==> src/adc_ctl2_pkg.sv <==
// constants and types for the converter control-two block
// assumes one 50 MHz bus clock and a 32-bit classic wishbone register bus
package adc_ctl2_pkg;
  // ==========================================================
  // register byte offsets
  localparam logic [7:0] ADDR_CTL2  = 8'h00;
  localparam logic [7:0] ADDR_TRIG  = 8'h04;
  localparam logic [7:0] ADDR_EVT   = 8'h08;
  localparam logic [7:0] ADDR_MASK  = 8'h0c;
  localparam logic [7:0] ADDR_STATE = 8'h10;
  // ==========================================================
  // converter_control_two bit positions
  localparam int BIT_POWER_UP   = 7;
  localparam int BIT_FAST_CLEAR = 6;
  localparam int BIT_WAIT_PD    = 5;
  localparam int BIT_LEVEL_SEL  = 4;
  localparam int BIT_POLARITY   = 3;
  localparam int BIT_TRIG_EN    = 2;
  localparam int BIT_IRQ_EN     = 1;
  localparam int BIT_IRQ_FLAG   = 0;
  // trigger select register: channel in [3:0], input select at 4
  localparam int BIT_TRIG_INSEL = 4;
  // event bits of the sticky status and mask registers
  localparam int EV_TRIG   = 0;
  localparam int EV_SEQ    = 1;
  localparam int EV_RESUME = 2;
  localparam int EV_W      = 3;
  // ==========================================================
  // reset values and build options
  localparam logic [7:0]      CTL2_RESET    = 8'h00;
  localparam logic [4:0]      TRIG_RESET    = 5'h00;
  localparam logic [EV_W-1:0] MASK_RESET    = 3'h0;
  localparam logic            HAS_DEDICATED = 1'b1;
  // ==========================================================
  // analog recovery after power-up
  localparam int RECOVERY_NS  = 20000;
  localparam int CLK_NS       = 20;
  localparam int RECOVERY_CYC = (RECOVERY_NS + CLK_NS - 1) / CLK_NS;
  localparam int RECOV_W      = 11;

  typedef struct packed {
    logic power_up_bit;
    logic fast_flag_clear;
    logic wait_power_down;
    logic trigger_level_edge_sel;
    logic trigger_polarity;
    logic trigger_enable;
    logic seq_done_irq_enable;
  } ctl_t;

  typedef struct packed {
    logic       trigger_input_select;
    logic [3:0] trigger_channel_field;
  } trig_cfg_t;
endpackage : adc_ctl2_pkg

==> src/adc_power_trigger_irq_control.sv <==
// power, wait, trigger and sequence-interrupt control of the converter
// assumes a classic wishbone master, a sequencer that supplies the sequence
// complete flag and result-access strobes on the same clock, asynchronous
// analog-channel digital levels and dedicated trigger pins

module adc_power_trigger_irq_control (
  input  wire logic        clk_i,
  input  wire logic        rst_i,
  input  wire logic        cyc_i,
  input  wire logic        stb_i,
  input  wire logic        we_i,
  input  wire logic [7:0]  adr_i,
  input  wire logic [3:0]  sel_i,
  input  wire logic [31:0] dat_i,
  output      logic [31:0] dat_o,
  output      logic        ack_o,
  output      logic        irq_o,
  input  wire logic        seq_complete_i,
  input  wire logic        wait_mode_i,
  input  wire logic        status_two_read_i,
  input  wire logic        result_access_i,
  input  wire logic        result_is_read_i,
  input  wire logic [3:0]  result_index_i,
  input  wire logic [15:0] analog_level_i,
  input  wire logic [3:0]  dedicated_trigger_inputs_i,
  output      logic        abort_o,
  output      logic        analog_on_o,
  output      logic        halted_o,
  output      logic        resume_o,
  output      logic        trig_start_o,
  output      logic [15:0] dib_en_o,
  output      logic [15:0] ccf_clear_o,
  output      logic        seq_irq_req_o
);
  // ==========================================================
  // state
  typedef struct packed {
    adc_ctl2_pkg::ctl_t                     ctl;
    adc_ctl2_pkg::trig_cfg_t                tcfg;
    logic [adc_ctl2_pkg::EV_W-1:0]          evt;
    logic [adc_ctl2_pkg::EV_W-1:0]          mask;
    logic                                   ack;
    logic [31:0]                            dat;
    logic [19:0]                            sync1;
    logic [19:0]                            sync2;
    logic                                   prev_active;
    logic [adc_ctl2_pkg::RECOV_W-1:0]       recov;
    logic                                   armed;
    logic [15:0]                            ccf_clear;
    logic                                   abort;
    logic                                   trig_start;
    logic [15:0]                            dib_en;
    logic                                   analog_on;
    logic                                   halted;
    logic                                   resume;
    logic                                   seq_req;
    logic                                   irq;
    logic                                   scf_prev;
  } state_t;

  state_t s;
  state_t next_s;

  function automatic logic [15:0] onehot16(input logic [3:0] idx);
    onehot16 = 16'h0001 << idx;
  endfunction : onehot16

  // bus qualifiers, one request per ack cycle
  logic bus_wr;
  logic bus_rd;
  logic wr_ctl;
  logic use_dedicated;
  logic reserved_src;
  logic raw_trig;
  logic active_trig;
  logic [adc_ctl2_pkg::EV_W-1:0] ev;
  logic [adc_ctl2_pkg::EV_W-1:0] ev_clr;

  assign bus_wr = cyc_i && stb_i && we_i && !s.ack;
  assign bus_rd = cyc_i && stb_i && !we_i && !s.ack;
  assign wr_ctl = bus_wr && (adr_i == adc_ctl2_pkg::ADDR_CTL2);

  // ==========================================================
  // next state
  always_comb begin
    next_s            = s;
    next_s.ack        = 1'b0;
    next_s.abort      = 1'b0;
    next_s.resume     = 1'b0;
    next_s.ccf_clear  = 16'h0000;
    ev                = '0;
    ev_clr            = '0;

    next_s.sync1 = {dedicated_trigger_inputs_i, analog_level_i};
    next_s.sync2 = s.sync1;

    use_dedicated = adc_ctl2_pkg::HAS_DEDICATED && s.tcfg.trigger_input_select;
    reserved_src  = use_dedicated && (s.tcfg.trigger_channel_field[3:2] != 2'b00);
    raw_trig      = use_dedicated ? s.sync2[16 + s.tcfg.trigger_channel_field[1:0]]
                                  : s.sync2[s.tcfg.trigger_channel_field];

    active_trig        = s.ctl.trigger_polarity ? raw_trig : !raw_trig;
    next_s.prev_active = active_trig;
    next_s.trig_start  = s.ctl.trigger_enable && !reserved_src && !s.halted &&
                         (s.ctl.trigger_level_edge_sel ? active_trig
                                                       : active_trig && !s.prev_active);
    ev[adc_ctl2_pkg::EV_TRIG] = next_s.trig_start && !s.trig_start;

    // digital buffer for analog trigger channel
    next_s.dib_en = (s.ctl.trigger_enable && !use_dedicated)
                    ? onehot16(s.tcfg.trigger_channel_field) : 16'h0000;

    next_s.halted    = wait_mode_i && s.ctl.wait_power_down && s.ctl.power_up_bit;
    // power bit gates the analog section
    next_s.analog_on = s.ctl.power_up_bit && !(wait_mode_i && s.ctl.wait_power_down);
    if (next_s.analog_on && !s.analog_on) begin
      next_s.recov = adc_ctl2_pkg::RECOV_W'(adc_ctl2_pkg::RECOVERY_CYC);
    end else if (!s.analog_on) begin
      next_s.recov = '0;
    end else if (s.recov != '0) begin
      next_s.recov = s.recov - 1'b1;
    end
    if (s.halted && !wait_mode_i) begin
      next_s.resume = 1'b1;
      ev[adc_ctl2_pkg::EV_RESUME] = 1'b1;
    end

    // fast clear on any result access
    if (s.ctl.fast_flag_clear) begin
      next_s.armed = 1'b0;
      if (result_access_i) begin
        next_s.ccf_clear = onehot16(result_index_i);
      end
    end else begin
      // status read arms, result read clears
      if (result_access_i && result_is_read_i && s.armed) begin
        next_s.ccf_clear = onehot16(result_index_i);
        next_s.armed     = 1'b0;
      end
      if (status_two_read_i) begin
        next_s.armed = 1'b1;
      end
    end

    next_s.seq_req  = s.ctl.seq_done_irq_enable && seq_complete_i;
    next_s.scf_prev = seq_complete_i;
    ev[adc_ctl2_pkg::EV_SEQ] = seq_complete_i && !s.scf_prev;

    // ==========================================================
    // register bus
    if (cyc_i && stb_i && !s.ack) begin
      next_s.ack = 1'b1;
    end
    if (bus_wr && sel_i[0]) begin
      case (adr_i)
        adc_ctl2_pkg::ADDR_CTL2: begin
          next_s.ctl = adc_ctl2_pkg::ctl_t'(dat_i[7:1]);
        end
        adc_ctl2_pkg::ADDR_TRIG: begin
          next_s.tcfg = adc_ctl2_pkg::trig_cfg_t'(dat_i[4:0]);
        end
        adc_ctl2_pkg::ADDR_EVT: begin
          ev_clr = dat_i[adc_ctl2_pkg::EV_W-1:0];
        end
        adc_ctl2_pkg::ADDR_MASK: begin
          next_s.mask = dat_i[adc_ctl2_pkg::EV_W-1:0];
        end
        default: begin
        end
      endcase
    end
    if (wr_ctl) begin
      next_s.abort = 1'b1;
    end
    // a new event beats a same-cycle clear
    next_s.evt = (s.evt & ~ev_clr) | ev;
    next_s.irq = |(next_s.evt & next_s.mask);

    if (bus_rd) begin
      case (adr_i)
        adc_ctl2_pkg::ADDR_CTL2: begin
          // flag mirrors complete flag when enabled
          next_s.dat = {24'h000000, s.ctl,
                        s.ctl.seq_done_irq_enable && seq_complete_i};
        end
        adc_ctl2_pkg::ADDR_TRIG: begin
          next_s.dat = {27'h0000000, s.tcfg};
        end
        adc_ctl2_pkg::ADDR_EVT: begin
          next_s.dat = {29'h00000000, s.evt};
        end
        adc_ctl2_pkg::ADDR_MASK: begin
          next_s.dat = {29'h00000000, s.mask};
        end
        adc_ctl2_pkg::ADDR_STATE: begin
          next_s.dat = {27'h0000000, s.armed, s.trig_start, (s.recov != '0),
                        s.halted, s.analog_on};
        end
        default: begin
          next_s.dat = 32'h00000000;
        end
      endcase
    end
  end

  always_ff @(posedge clk_i) begin
    if (rst_i) begin
      next_s_reset();
    end else begin
      s <= next_s;
    end
  end

  // reset values kept in one place; only constants
  task automatic next_s_reset();
    s             <= '0;
    s.ctl         <= adc_ctl2_pkg::ctl_t'(adc_ctl2_pkg::CTL2_RESET[7:1]);
    s.tcfg        <= adc_ctl2_pkg::trig_cfg_t'(adc_ctl2_pkg::TRIG_RESET);
    s.mask        <= adc_ctl2_pkg::MASK_RESET;
  endtask : next_s_reset

  assign dat_o         = s.dat;
  assign ack_o         = s.ack;
  assign irq_o         = s.irq;
  assign abort_o       = s.abort;
  assign analog_on_o   = s.analog_on;
  assign halted_o      = s.halted;
  assign resume_o      = s.resume;
  assign trig_start_o  = s.trig_start;
  assign dib_en_o      = s.dib_en;
  assign ccf_clear_o   = s.ccf_clear;
  assign seq_irq_req_o = s.seq_req;
endmodule : adc_power_trigger_irq_control

==> config.mk <==
export PLATFORM = sky130hd
export DESIGN_NAME = adc_power_trigger_irq_control
export DESIGN_NICKNAME = d
export VERILOG_FILES = /design/src/adc_ctl2_pkg.sv /design/src/adc_power_trigger_irq_control.sv
export SDC_FILE = /design/constraint.sdc
export NUM_CORES = 1
export LEC_CHECK = 0
export BUFFER_PORTS_ARGS = -buffer_cell sky130_fd_sc_hd__buf_2
export CORE_AREA = 2 2 105 107
export DETAILED_ROUTE_END_ITERATION = 7
export DIE_AREA = 0 0 107 109
export PLACE_DENSITY = 0.87
export SLEW_MARGIN = 20
export SYNTH_ARGS = -nofsm -noshare
export SYNTH_HDL_FRONTEND = slang
export SYNTH_SLANG_ARGS = --single-unit
export TNS_END_PERCENT = 20
==> constraint.sdc <==
create_clock -name clk_i -period 2 [get_ports clk_i]
set_input_delay 0.2 -clock clk_i [delete_from_list [all_inputs] [get_ports clk_i]]
set_output_delay 0.2 -clock clk_i [all_outputs]
set_load 0.005 [all_outputs]
======== Word-level counts from Yosys, hierarchy flattened ========
Index checks and enable logic that the tools add are counted.
storage, ports and cells
  register bits ........................... 144
  input port bits ......................... 78
  logic and storage cells ................. 114
operators by class
  add/sub/neg operators ................... 2
  order comparisons ....................... 2
  equal/unequal tests ..................... 5
  shifts and indexed selects .............. 2
  muxes and demuxes ....................... 22
  bitwise gates (word level) .............. 6
  reductions and logical operators ........ 46
operator list
  kind                   number
  $pmux 8 s5             1
  $mux 16                2
  $shl 1x4->16 const A   2
  $mux 10                3
  $logic_and 1x1->1      24
  $mux 17                1
  $eq 8x4->1 const B     2
  $logic_not 1->1        12
  $mux 3                 4
  $reduce_bool 11->1     1
  $sub 11x1->11 const B  1
  $mux 1                 9
  $eq 8x3->1 const B     1
  $eq 8x5->1 const B     1
  $logic_not 8->1        1
  $add 5x2->6 const A    1
  $and 3x3->3            2
  $lt 4x6->1 const B     1
  $lt 6x6->1 const B     1
  $reduce_or 3->1        2
  $bmux 1 s5             1
  $bmux 1 s4             1
  $reduce_and 2->1       2
  $reduce_bool 2->1      2
  5 further kinds        7

======== Longest topological paths before layout ========
Gate-level depths: netlist (run 1).
  depth in word-level cells ............... 13
  depth in mapped cells ................... 9
  mapped depth without buffers ............ 8

======== Worst setup path after synthesis (run 1) ========
OpenSTA, ideal clock, no wires.
  path type ............................... register to register
  start point ............................. reg s[133] (netlist bit)
  end point ............................... reg s[129] (netlist bit)
  library setup time ...................... 0.127 ns
  data arrival time ....................... 1.887 ns
  required time ........................... 1.873 ns
  setup slack ............................. -0.014 ns
  cell stages (with the launch flop) ...... 7
  path buffers ............................ 0
  period minus slack after synthesis ...... 2.014 ns
  cell sequence ........................... dfxtp_1 > mux4_1 > mux2i_1 > nor3b_1 > a211o_1 > nor4bb_1 > or3_1
on the way
  longest elaborated chain between the ends .. 11
  elaborated cells on any way between the ends .. 13
  classes of those cells .................. 1 x add/sub; 7 x mux; 1 x bitwise; 4 x reduce/logical
ends and longest elaborated chain
  item                          RTL line                              RTL
  start, declared               adc_power_trigger_irq_control.sv:61   state_t s;
  start signal, assigned        adc_power_trigger_irq_control.sv:210  s <= next_s;
  $add 5x2->6                   adc_power_trigger_irq_control.sv:99   raw_trig = use_dedicated ? s.sync2[16 + s.tcfg.trigger_channel_field[1:0]]
  $bmux 1 s5                    adc_power_trigger_irq_control.sv:99
  $mux 1 (implied by the code)  adc_power_trigger_irq_control.sv:99
  $mux 1 (*)                    adc_power_trigger_irq_control.sv:99
  $logic_not 1->1               adc_power_trigger_irq_control.sv:102  active_trig = s.ctl.trigger_polarity ? raw_trig : !raw_trig;
  $mux 1 (*)                    adc_power_trigger_irq_control.sv:102
  $logic_and 1x1->1             adc_power_trigger_irq_control.sv:106  : active_trig && !s.prev_active);
  $mux 1 (*)                    adc_power_trigger_irq_control.sv:105  (s.ctl.trigger_level_edge_sel ? active_trig
  $logic_and 1x1->1 (*)         adc_power_trigger_irq_control.sv:104  next_s.trig_start = s.ctl.trigger_enable && !reserved_src && !s.halted &&
  $logic_and 1x1->1 (*)         adc_power_trigger_irq_control.sv:107  ev[adc_ctl2_pkg::EV_TRIG] = next_s.trig_start && !s.trig_start;
  $or 3x3->3 (*)                adc_power_trigger_irq_control.sv:176  next_s.evt = (s.evt & ~ev_clr) | ev;
Mark *: on every way between the ends. The rest lies on a longest branch, timed or not. The select of a mux whose other input is x is not followed.
A chain may end at the register's enable or synchronous reset.

======== Worst setup path after layout (run 1) ========
Same ends and word-level chain as after synthesis.

==> results.cfg, run 1 <==
[global_route]
grt_usage_pct = 17.8
overflow = 0
grt_pass1_vias = 3566
grt_max_degree = 53
antenna_found_initial = 0
grt_pass1_wl_um = 16000

[worst_setup_path]
crit_required_ps = 2380
start_kind = flop
critical_path_class = flop to flop
crit_arrival_ps = 2360
cp_max_fo = 5
worstRegToRegCells = 6
end_kind = flop
reg2reg_slack_ps = 20

[clock_tree]
cts_buffer_depth = 2
numCtsBuffers = 17
cts_tree = yes
cts_root_buffer = clkbuf_8
clock-sinks = 120
cts.clk_slew.worst_paths_ps = 60
cts_max_level = 4
clkLatencyLatePin_ps = 510
cts_setup_buffers = 0

[yosys]
synth-xor-area-share_pct = 1.11
synth_top_cell_by_area = dfxtp_1
synth.most_common_cell = dfxtp_1
synthesis.area_um2 = 4740
synth-adder-area-share_pct = 0.264
yosys.area_share.simple_pct = 23.5
synthCells = 497
synth_compound_area_share_pct = 7.29
synthFlopType = dfxtp_1
synth_cell_types = 50
synth_top_area_share_pct = 50.7
synth.area.mux_share_pct = 4.65
seq_area_frac_synth_pct = 50.7
syn_avg_cell_area_um2 = 9.53
synth_top_family_by_area = simple AND/OR/NAND/NOR gates
synth.yosys.warnings = 0
ys_ff_latch = 120
synth_area_leaders = dfxtp_1 51%, buf_4 10%, nor2b_1 6.1%
synth_edf_count = 0
synth_common_cells = 120 x dfxtp_1, 64 x buf_4, 46 x nor2_1, 46 x nor2b_1, 30 x nand2_1
ys_async_sr_fraction_pct = 0

[sta]
rsz0062_at_grt = true
holdWs_ps = 35.7
slew_headroom_pct = 66.5
min_period_over_period_pct = 98.8
finalCriticalPeriod_ps = 1980
slew_viol_final = 0
finalClockSkew_ps = 9.72
hold_violations = 0
setup_viol = 0
worst_slew_pin_slew_ps = 502
clock.fmax_mhz = 506

[place]
post_dp_cell_area_um2 = 5070
place_congestion = 0.867
dp_hpwl_um = 6980
numPortBuffers = 98

[cells_and_area]
num_antenna_cells = 0
fin_area_um2 = 6120
postLayoutCoreUtil_pct = 57.7
area_growth_syn_to_layout_pct = 29.2
layout.nets = 687
drive_gt1_share_pct = 27.1

[die]
die_w_um = 107
ioPinCount = 150
core_area_um2 = 10600
die_y_um = 109
start_util_pct = 44.7
rows = 38
dieArea_um2 = 11700

[detailed_routing]
wire_per_inst_um = 13.4
wirelength_um = 10200
ant_nets = 0
drtIter0Drc = 297
first_pass_iters = 5
drc = 0
num_vias = 3764
avgViaCountPerCell = 4.95

[power_and_ir_drop]
p_per_area_nw_per_um2 = 972
p_leak_nw = 2.66
ir_drop_uv = 525

[hold_path]
min_path_cells = 3
hold_class = primary input to flop

[run_status]
outcome = finished clean

[job]
maxCapViolCount = 0
-- path summary, 6_finish.rpt --
check / from / endpoint
worst max register to register: s[133] / s[129]
worst min-delay path: result_index_i[1] / ccf_clear_o[7]
worst min register to register: next_s[53] / s[53]
worst max-delay path: s[133] / s[129]
-- layout by cell type, fill, tap and decap left out, types with 5 or more instances in the layout --
cell type / Yosys / final
dfxtp_1: 120 / 119
buf_2: 1 / 98
nor2_1: 46 / 46
nor2b_1: 46 / 45
dlygate4sd3_1: 0 / 37
nand2_1: 30 / 30
a21oi_1: 26 / 26
conb_1: 1 / 24
nand3_1: 18 / 18
buf_4: 64 / 18
clkbuf_16: 0 / 16
nor3_1: 14 / 14
nand2b_1: 10 / 10
o21ai_0: 8 / 8
inv_1: 7 / 7
nand3b_1: 7 / 7
nand4_1: 6 / 6
and2_1: 6 / 6
mux4_2: 3 / 6
nor3b_1: 5 / 5
bufinv_16: 0 / 5
-- routing by layer --
| layer | global-route usage (%) | share of wire [%] |
|---|---|---|
| met5 | 0 | 0 |
| met2 | 31.4 | 51 |
| met1 | 19.9 | 41 |
| met3 | 5.38 | 7.0 |
| met4 | 7.70 | 1.6 |
-- per-stage QoR --
stage / setup WS [ps] / setup TNS (ps) / power (W) / std cells
global route: -74.7 / -239 / 0.00616 / 761
detailed placement: -127 / -442 / 0.00270 / 692
finish: 24.4 / 0 / 0.00595 / 761
global placement: -59.0 / -102 / 0.00269 / 692
CTS: -57.9 / -115 / 0.00599 / 761
floorplan: 29.5 / 0 / 0.00264 / 520
-- sequential cells by signal, summed over array words and instances, names as in the netlist, 8 cells and up --
| signal | flops |
|---|---|
| next_s | 20 |
| ccf_clear_o | 16 |
| dib_en_o | 16 |
| s | 51 |
| dat_o | 8 |
-- power breakdown --
part	leakage, nW	internal (W)	switching, W	total [W]
combinational	1.37	0.000134	0.000119	0.000253
clock	0.306	0.00216	0.00109	0.00325
sequential	0.977	0.00244	0.0000120	0.00245
-- cell type report --
cell class	count	area, um^2
Multi-Input combinational cell	308	1870
Inverter	7	26.3
Clock inverter	14	223
Fill cell	865	4480
Timing Repair Buffer	154	1010
Clock buffer	18	418
Sequential cell	120	2410
Tap cell	140	175
-- worst max-delay path, cell delays in order (launching register included) --
cell	delay (ps)
dfxtp_4	390
mux4_2	500
mux2i_1	150
nor3b_1	60
a211o_1	300
nor4bb_1	130
or3_1	310
-- kinds of logic after synthesis --
logic type | count (synthesis)
AO/OA/AOI/OAI | 55
XOR/XNOR | 6
adder cells (fa/ha/maj) | 1
buffers and inverters | 92
flip-flops | 120
multiplexers | 13
other | 1
AND/OR/NAND/NOR | 209
-- repair_timing --
item | 4_1_cts | 5_1_grt
endpoints found under the setup margin | 8 | 13
hold buffers | 37 | 0
endpoints found under the hold margin | 42 | 0
pin swaps | 3 | 3
resized for setup | 6 | 7
No activity file was read; power rests on OpenSTA's default activity.
==> run 2, diff against run 1 <==
==> constraint.sdc (replaced) <==
create_clock -name clk_i -period 1.6 [get_ports clk_i]
set_input_delay 0.16 -clock clk_i [delete_from_list [all_inputs] [get_ports clk_i]]
set_output_delay 0.16 -clock clk_i [all_outputs]
set_load 0.005 [all_outputs]
==> run 2 against run 1 <==
The flow now finishes with violations (setup timing). Largest cell class unchanged. Critical path type unchanged. Die area unchanged. Clock skew decreased by 3.0 ps. Combinational power grew 42%. Clock power grew 23%.
==> results.cfg, run 2 (synthesis results as in run 1) <==
[run_status]
outcome = complete, but fails checks
violations = setup timing

[global_route]
grt_pass1_wl_um = 17800
antenna_found_initial = 0
grt_usage_pct = 19.8
grt_pass1_vias = 3848
overflow = 0
grt_max_degree = 32

[die]
dieArea_um2 = 11700
start_util_pct = 44.7
die_w_um = 107
die_y_um = 109
core_area_um2 = 10600
rows = 38
ioPinCount = 150

[worst_setup_path]
crit_required_ps = 2030
reg2reg_slack_ps = -380
critPathMaxStageDelay_ps = 500
cp_slowest_cell = mux4_2
crit_buf_inv = 1
cp_top_family = multiplexers
end_kind = flop
start_kind = flop
cp_max_fo = 5
crit_arrival_ps = 2420
crit_chain = mux4_2 -> mux2i_1 -> nor3b_1 -> a211o_1 -> buf_4 -> xor2_2 -> o31ai_1
critical_path_class = flop to flop

[cells_and_area]
largest_reg_flops = 51
area_growth_syn_to_layout_pct = 36.8
fillers = 833
drive_gt1_share_pct = 32.9
postLayoutCoreUtil_pct = 61.1
max_flop_register = s
final_cell_mix = 116 x dfxtp_1, 98 x buf_2, 49 x buf_4
num_antenna_cells = 0
regArea_um2 = 2410
layout.nets = 725
layout_commonest_cell = dfxtp_1
multi_input_area_um2 = 1920

[detailed_routing]
drtIter0Drc = 250
num_vias = 3944
ant_nets = 0
wire_per_inst_um = 14.2
drc = 0
wirelength_um = 11300
first_pass_iters = 6
avgViaCountPerCell = 4.94

[sta]
rsz0062_at_grt = true
slew_viol_final = 0
clock.fmax_mhz = 504
finalCriticalPeriod_ps = 1980
min_period_over_period_pct = 124
finalClockSkew_ps = 6.70
hold_violations = 0
setup_ws_ps = -384
setup_viol = 17

[power_and_ir_drop]
p_leak_nw = 2.85
ir_drop_uv = 617
p_per_area_nw_per_um2 = 1150

[clock_tree]
cts_root_buffer = clkbuf_8
numCtsBuffers = 17
cts_buffer_depth = 2
clkLatencyLatePin_ps = 520
cts.clk_slew.worst_paths_ps = 50
cts_max_level = 4
clock-sinks = 120
cts_tree = yes

[place]
place_congestion = 0.858
numPortBuffers = 98
dp_worst_setup_slack_ps = -432
dp_hpwl_um = 7270

[job]
maxCapViolCount = 0

[hold_path]
hold_class = primary input to flop
run 2: stage by stage:
step / TNS, ps / cell area, um^2 / instances / hold WS, ps / total power [W]
final: -2950 / 6480 / 799 / 25.3 / 0.00743
after global routing: -4040 / 6480 / 799 / 30.2 / 0.00765
after CTS: -2180 / 6410 / 794 / 17.6 / 0.00744
after detailed placement: -5200 / 5310 / 720 / 370 / 0.00339
after global placement: -4040 / 5310 / 720 / 367 / 0.00339
after floorplan: -1510 / 4850 / 520 / 237 / 0.00330
run 2: path summary, 6_finish.rpt:
path / start / end / cells past startpoint
worst max-delay path: s[133] / irq_o / 7
worst min-delay path: rst_i / s[52] / 2
worst max register to register: s[133] / irq_o / 7
worst min register to register: next_s[63] / s[63] / 1
run 2: power by group:
group	switching, W	internal (W)	total, W
clock	0.00127	0.00273	0.00400
combinational	0.000165	0.000195	0.000360
sequential	0.0000161	0.00305	0.00306
total	0.00145	0.00597	0.00743
run 2: final cells by class:
type                       count  area share (%)
clock inverter                 7            2.12
multi-input combinational    308            29.6
clock buffer                  25            7.62
sequential                   120            37.2
tap                          140            2.70
timing repair buffer         192            20.4
inverter                       7           0.405
run 2: per-layer routing:
metal,global-route usage (%),wire length [um],vias up,part of all wire [%]
met2,33.6,5620,194,50
met3,6.28,760,51,6.7
met4,11.3,451,0,4.0
met1,22.1,4500,1807,40
met5,0,0,-,0
li1,-,-,1892,-
run 2: worst reg2reg max path, stage by stage, from the launching register on:
cell and delay [ps]:
dfxtp_4 380, mux4_2 500, mux2i_1 150, nor3b_1 70
a211o_1 310, buf_4 150, xor2_2 150, o31ai_1 180
run 2: timing repair:
action / CTS / global route
pin swaps: 9 / 5
resized for setup: 21 / 8
endpoints found under the hold margin: 52 / 0
setup endpoints to repair: 27 / 26
setup buffers: 3 / 5
hold buffers: 39 / 0
==> run 3, diff against run 2 <==
--- a/config.mk
+++ b/config.mk
@@ -9,7 +9,7 @@
 export CORE_AREA = 2 2 105 107
 export DETAILED_ROUTE_END_ITERATION = 7
 export DIE_AREA = 0 0 107 109
-export PLACE_DENSITY = 0.87
+export PLACE_DENSITY = 0.75
 export SLEW_MARGIN = 20
 export SYNTH_ARGS = -nofsm -noshare
 export SYNTH_HDL_FRONTEND = slang
==> constraint.sdc (replaced) <==
create_clock -name clk_i -period 1.6 [get_ports clk_i]
set_input_delay 0 -clock clk_i [delete_from_list [all_inputs] [get_ports clk_i]]
set_output_delay 0 -clock clk_i [all_outputs]
set_load 0.005 [all_outputs]
==> run 3 against run 2 <==
The flow still finishes with violations (setup timing). Register-to-register slack worse by 20 ps. Worst hold slack improved by 17 ps. Core utilization decreased by 0.98 points. Cell area is 1.6% lower. Critical path depth decreased by 1. Clock skew down 0.59 ps. Fmax down 0.94%. Routed wire length fell by 3.1%. Power decreased by 3.0%. Via count fell by 3.4%. First-iteration DRC count shrank 34%. Flip-flop and latch count is the same. Critical path type unchanged.
==> results.cfg, run 3 (synthesis results as in run 1) <==
[run_status]
outcome = complete, but fails checks
violations = setup timing

[global_route]
grt_pass1_wl_um = 17600
antenna_found_initial = 0
grt_pass1_vias = 3890
grt.met2_usage_pct = 34.6
overflow = 0
grt_usage_pct = 19.4
grt_max_degree = 45
grt_use_met1_pct = 21.1
grt_most_used_layer = met2
grtUsageMet3_pct = 5.38

[clock_tree]
cts_tree = yes
clock-sinks = 120
cts_buffer_depth = 2
cts_max_level = 4
cts.clk_slew.worst_paths_ps = 60
cts_root_buffer = clkbuf_8
clkLatencyLatePin_ps = 520
numCtsBuffers = 17

[sta]
hold_violations = 0
setup_ws_ps = -403
rsz0062_at_grt = true
slew_headroom_pct = 65.5
setup_viol = 17
finalClockSkew_ps = 6.11
finalCriticalPeriod_ps = 2000
clock.fmax_mhz = 499
holdWs_ps = 42.0
slew_viol_final = 0
worst_slew_pin_slew_ps = 515
min_period_over_period_pct = 125

[die]
dieArea_um2 = 11700
core_area_um2 = 10600
ioPinCount = 150
start_util_pct = 44.7
die_y_um = 109
die_w_um = 107
rows = 38

[detailed_routing]
ant_nets = 0
drc = 0
avgViaCountPerCell = 4.82
wire_per_inst_um = 13.9
num_vias = 3808
first_pass_iters = 7
wirelength_um = 11000
drtIter0Drc = 164

[power_and_ir_drop]
p_per_area_nw_per_um2 = 1130
p_leak_nw = 2.79
ir_drop_uv = 590

[job]
maxCapViolCount = 0

[worst_setup_path]
start_kind = flop
critical_path_class = flop to flop
end_kind = flop
crit_arrival_ps = 2400
cp_max_fo = 4
crit_required_ps = 2000

[hold_path]
hold_class = primary input to flop

[cells_and_area]
layout.nets = 716
fillers = 871
max_flop_register = s
area_growth_syn_to_layout_pct = 34.6
postLayoutCoreUtil_pct = 60.2
layout_commonest_cell = dfxtp_1
num_antenna_cells = 0
final_cell_mix = 116 x dfxtp_1, 98 x buf_2, 45 x nor2_1, 45 x nor2b_1, 44 x dlygate4sd3_1
largest_reg_flops = 51
drive_gt1_share_pct = 31.1

[place]
dp_hpwl_um = 7180
numPortBuffers = 98
place_congestion = 0.860
run 3: cell types whose count changed in the layout (fill, tap and decap cells not counted), moves of 2 or more:
| cell | change |
|---|---|
| buf_4 | -13 |
| clkinvlp_4 | +2 |
| nand3_1 | +2 |
| clkbuf_1 | -3 |
| clkbuf_8 | -4 |
| clkinv_4 | +5 |
| nand3_2 | -2 |
| dlygate4sd3_1 | +5 |
run 3: area by class of cell:
| type | instances | area, um^2 | share of cell area, % |
|---|---|---|---|
| Multi-Input combinational cell | 308 | 1900 | 29.8 |
| Timing Repair Buffer | 183 | 1260 | 19.8 |
| Sequential cell | 120 | 2410 | 37.8 |
| Tap cell | 140 | 175 | 2.75 |
| Inverter | 7 | 26.3 | 0.412 |
| Clock buffer | 18 | 428 | 6.71 |
| Clock inverter | 14 | 175 | 2.75 |
run 3: worst paths after layout:
path / startpoint / to / slack (ps) / cells past startpoint
worst max-delay path: s[133] / s[129] / -400 / 6
worst min-delay path: adr_i[0] / s[131] / 40 / 5
worst max register to register: s[133] / s[129] / -400 / 6
worst min register to register: next_s[65] / s[65] / 440 / 1
run 3: through the flow:
stage / setup TNS (ps) / cells / setup slack (ps) / instance area (um^2) / power (W)
2_1_floorplan: -1510 / 520 / -292 / 4850 / 0.00330
3_3_place_gp: -3190 / 710 / -375 / 5230 / 0.00337
3_5_place_dp: -4310 / 710 / -435 / 5230 / 0.00338
4_1_cts: -2030 / 788 / -359 / 6340 / 0.00724
5_1_grt: -3510 / 790 / -456 / 6380 / 0.00747
6_report: -2270 / 790 / -403 / 6380 / 0.00720
run 3: power breakdown:
part           internal [W]  switching (W)
clock               0.00242        0.00137
sequential          0.00305      0.0000174
combinational      0.000188       0.000164
total               0.00565        0.00155
run 3: worst max-delay path: stages, from the launching register on:
cell	delay [ps]
dfxtp_4	370
mux4_2	510
o22ai_2	170
nor4_1	70
a211o_1	320
nor4bb_1	140
or3_1	310
run 3: timing repair:
item	in CTS	in global routing
resized for setup	19	6
buffers inserted	2	2
pin swaps	6	5
endpoints found under the setup margin	27	25
hold buffers	44	0
hold endpoints to repair	74	0
run 3: routing by layer:
metal / vias up / routed length [um]
met3: 31 / 636
met5: - / 0
li1: 1882 / -
met4: 0 / 313
met2: 135 / 5610
met1: 1760 / 4440
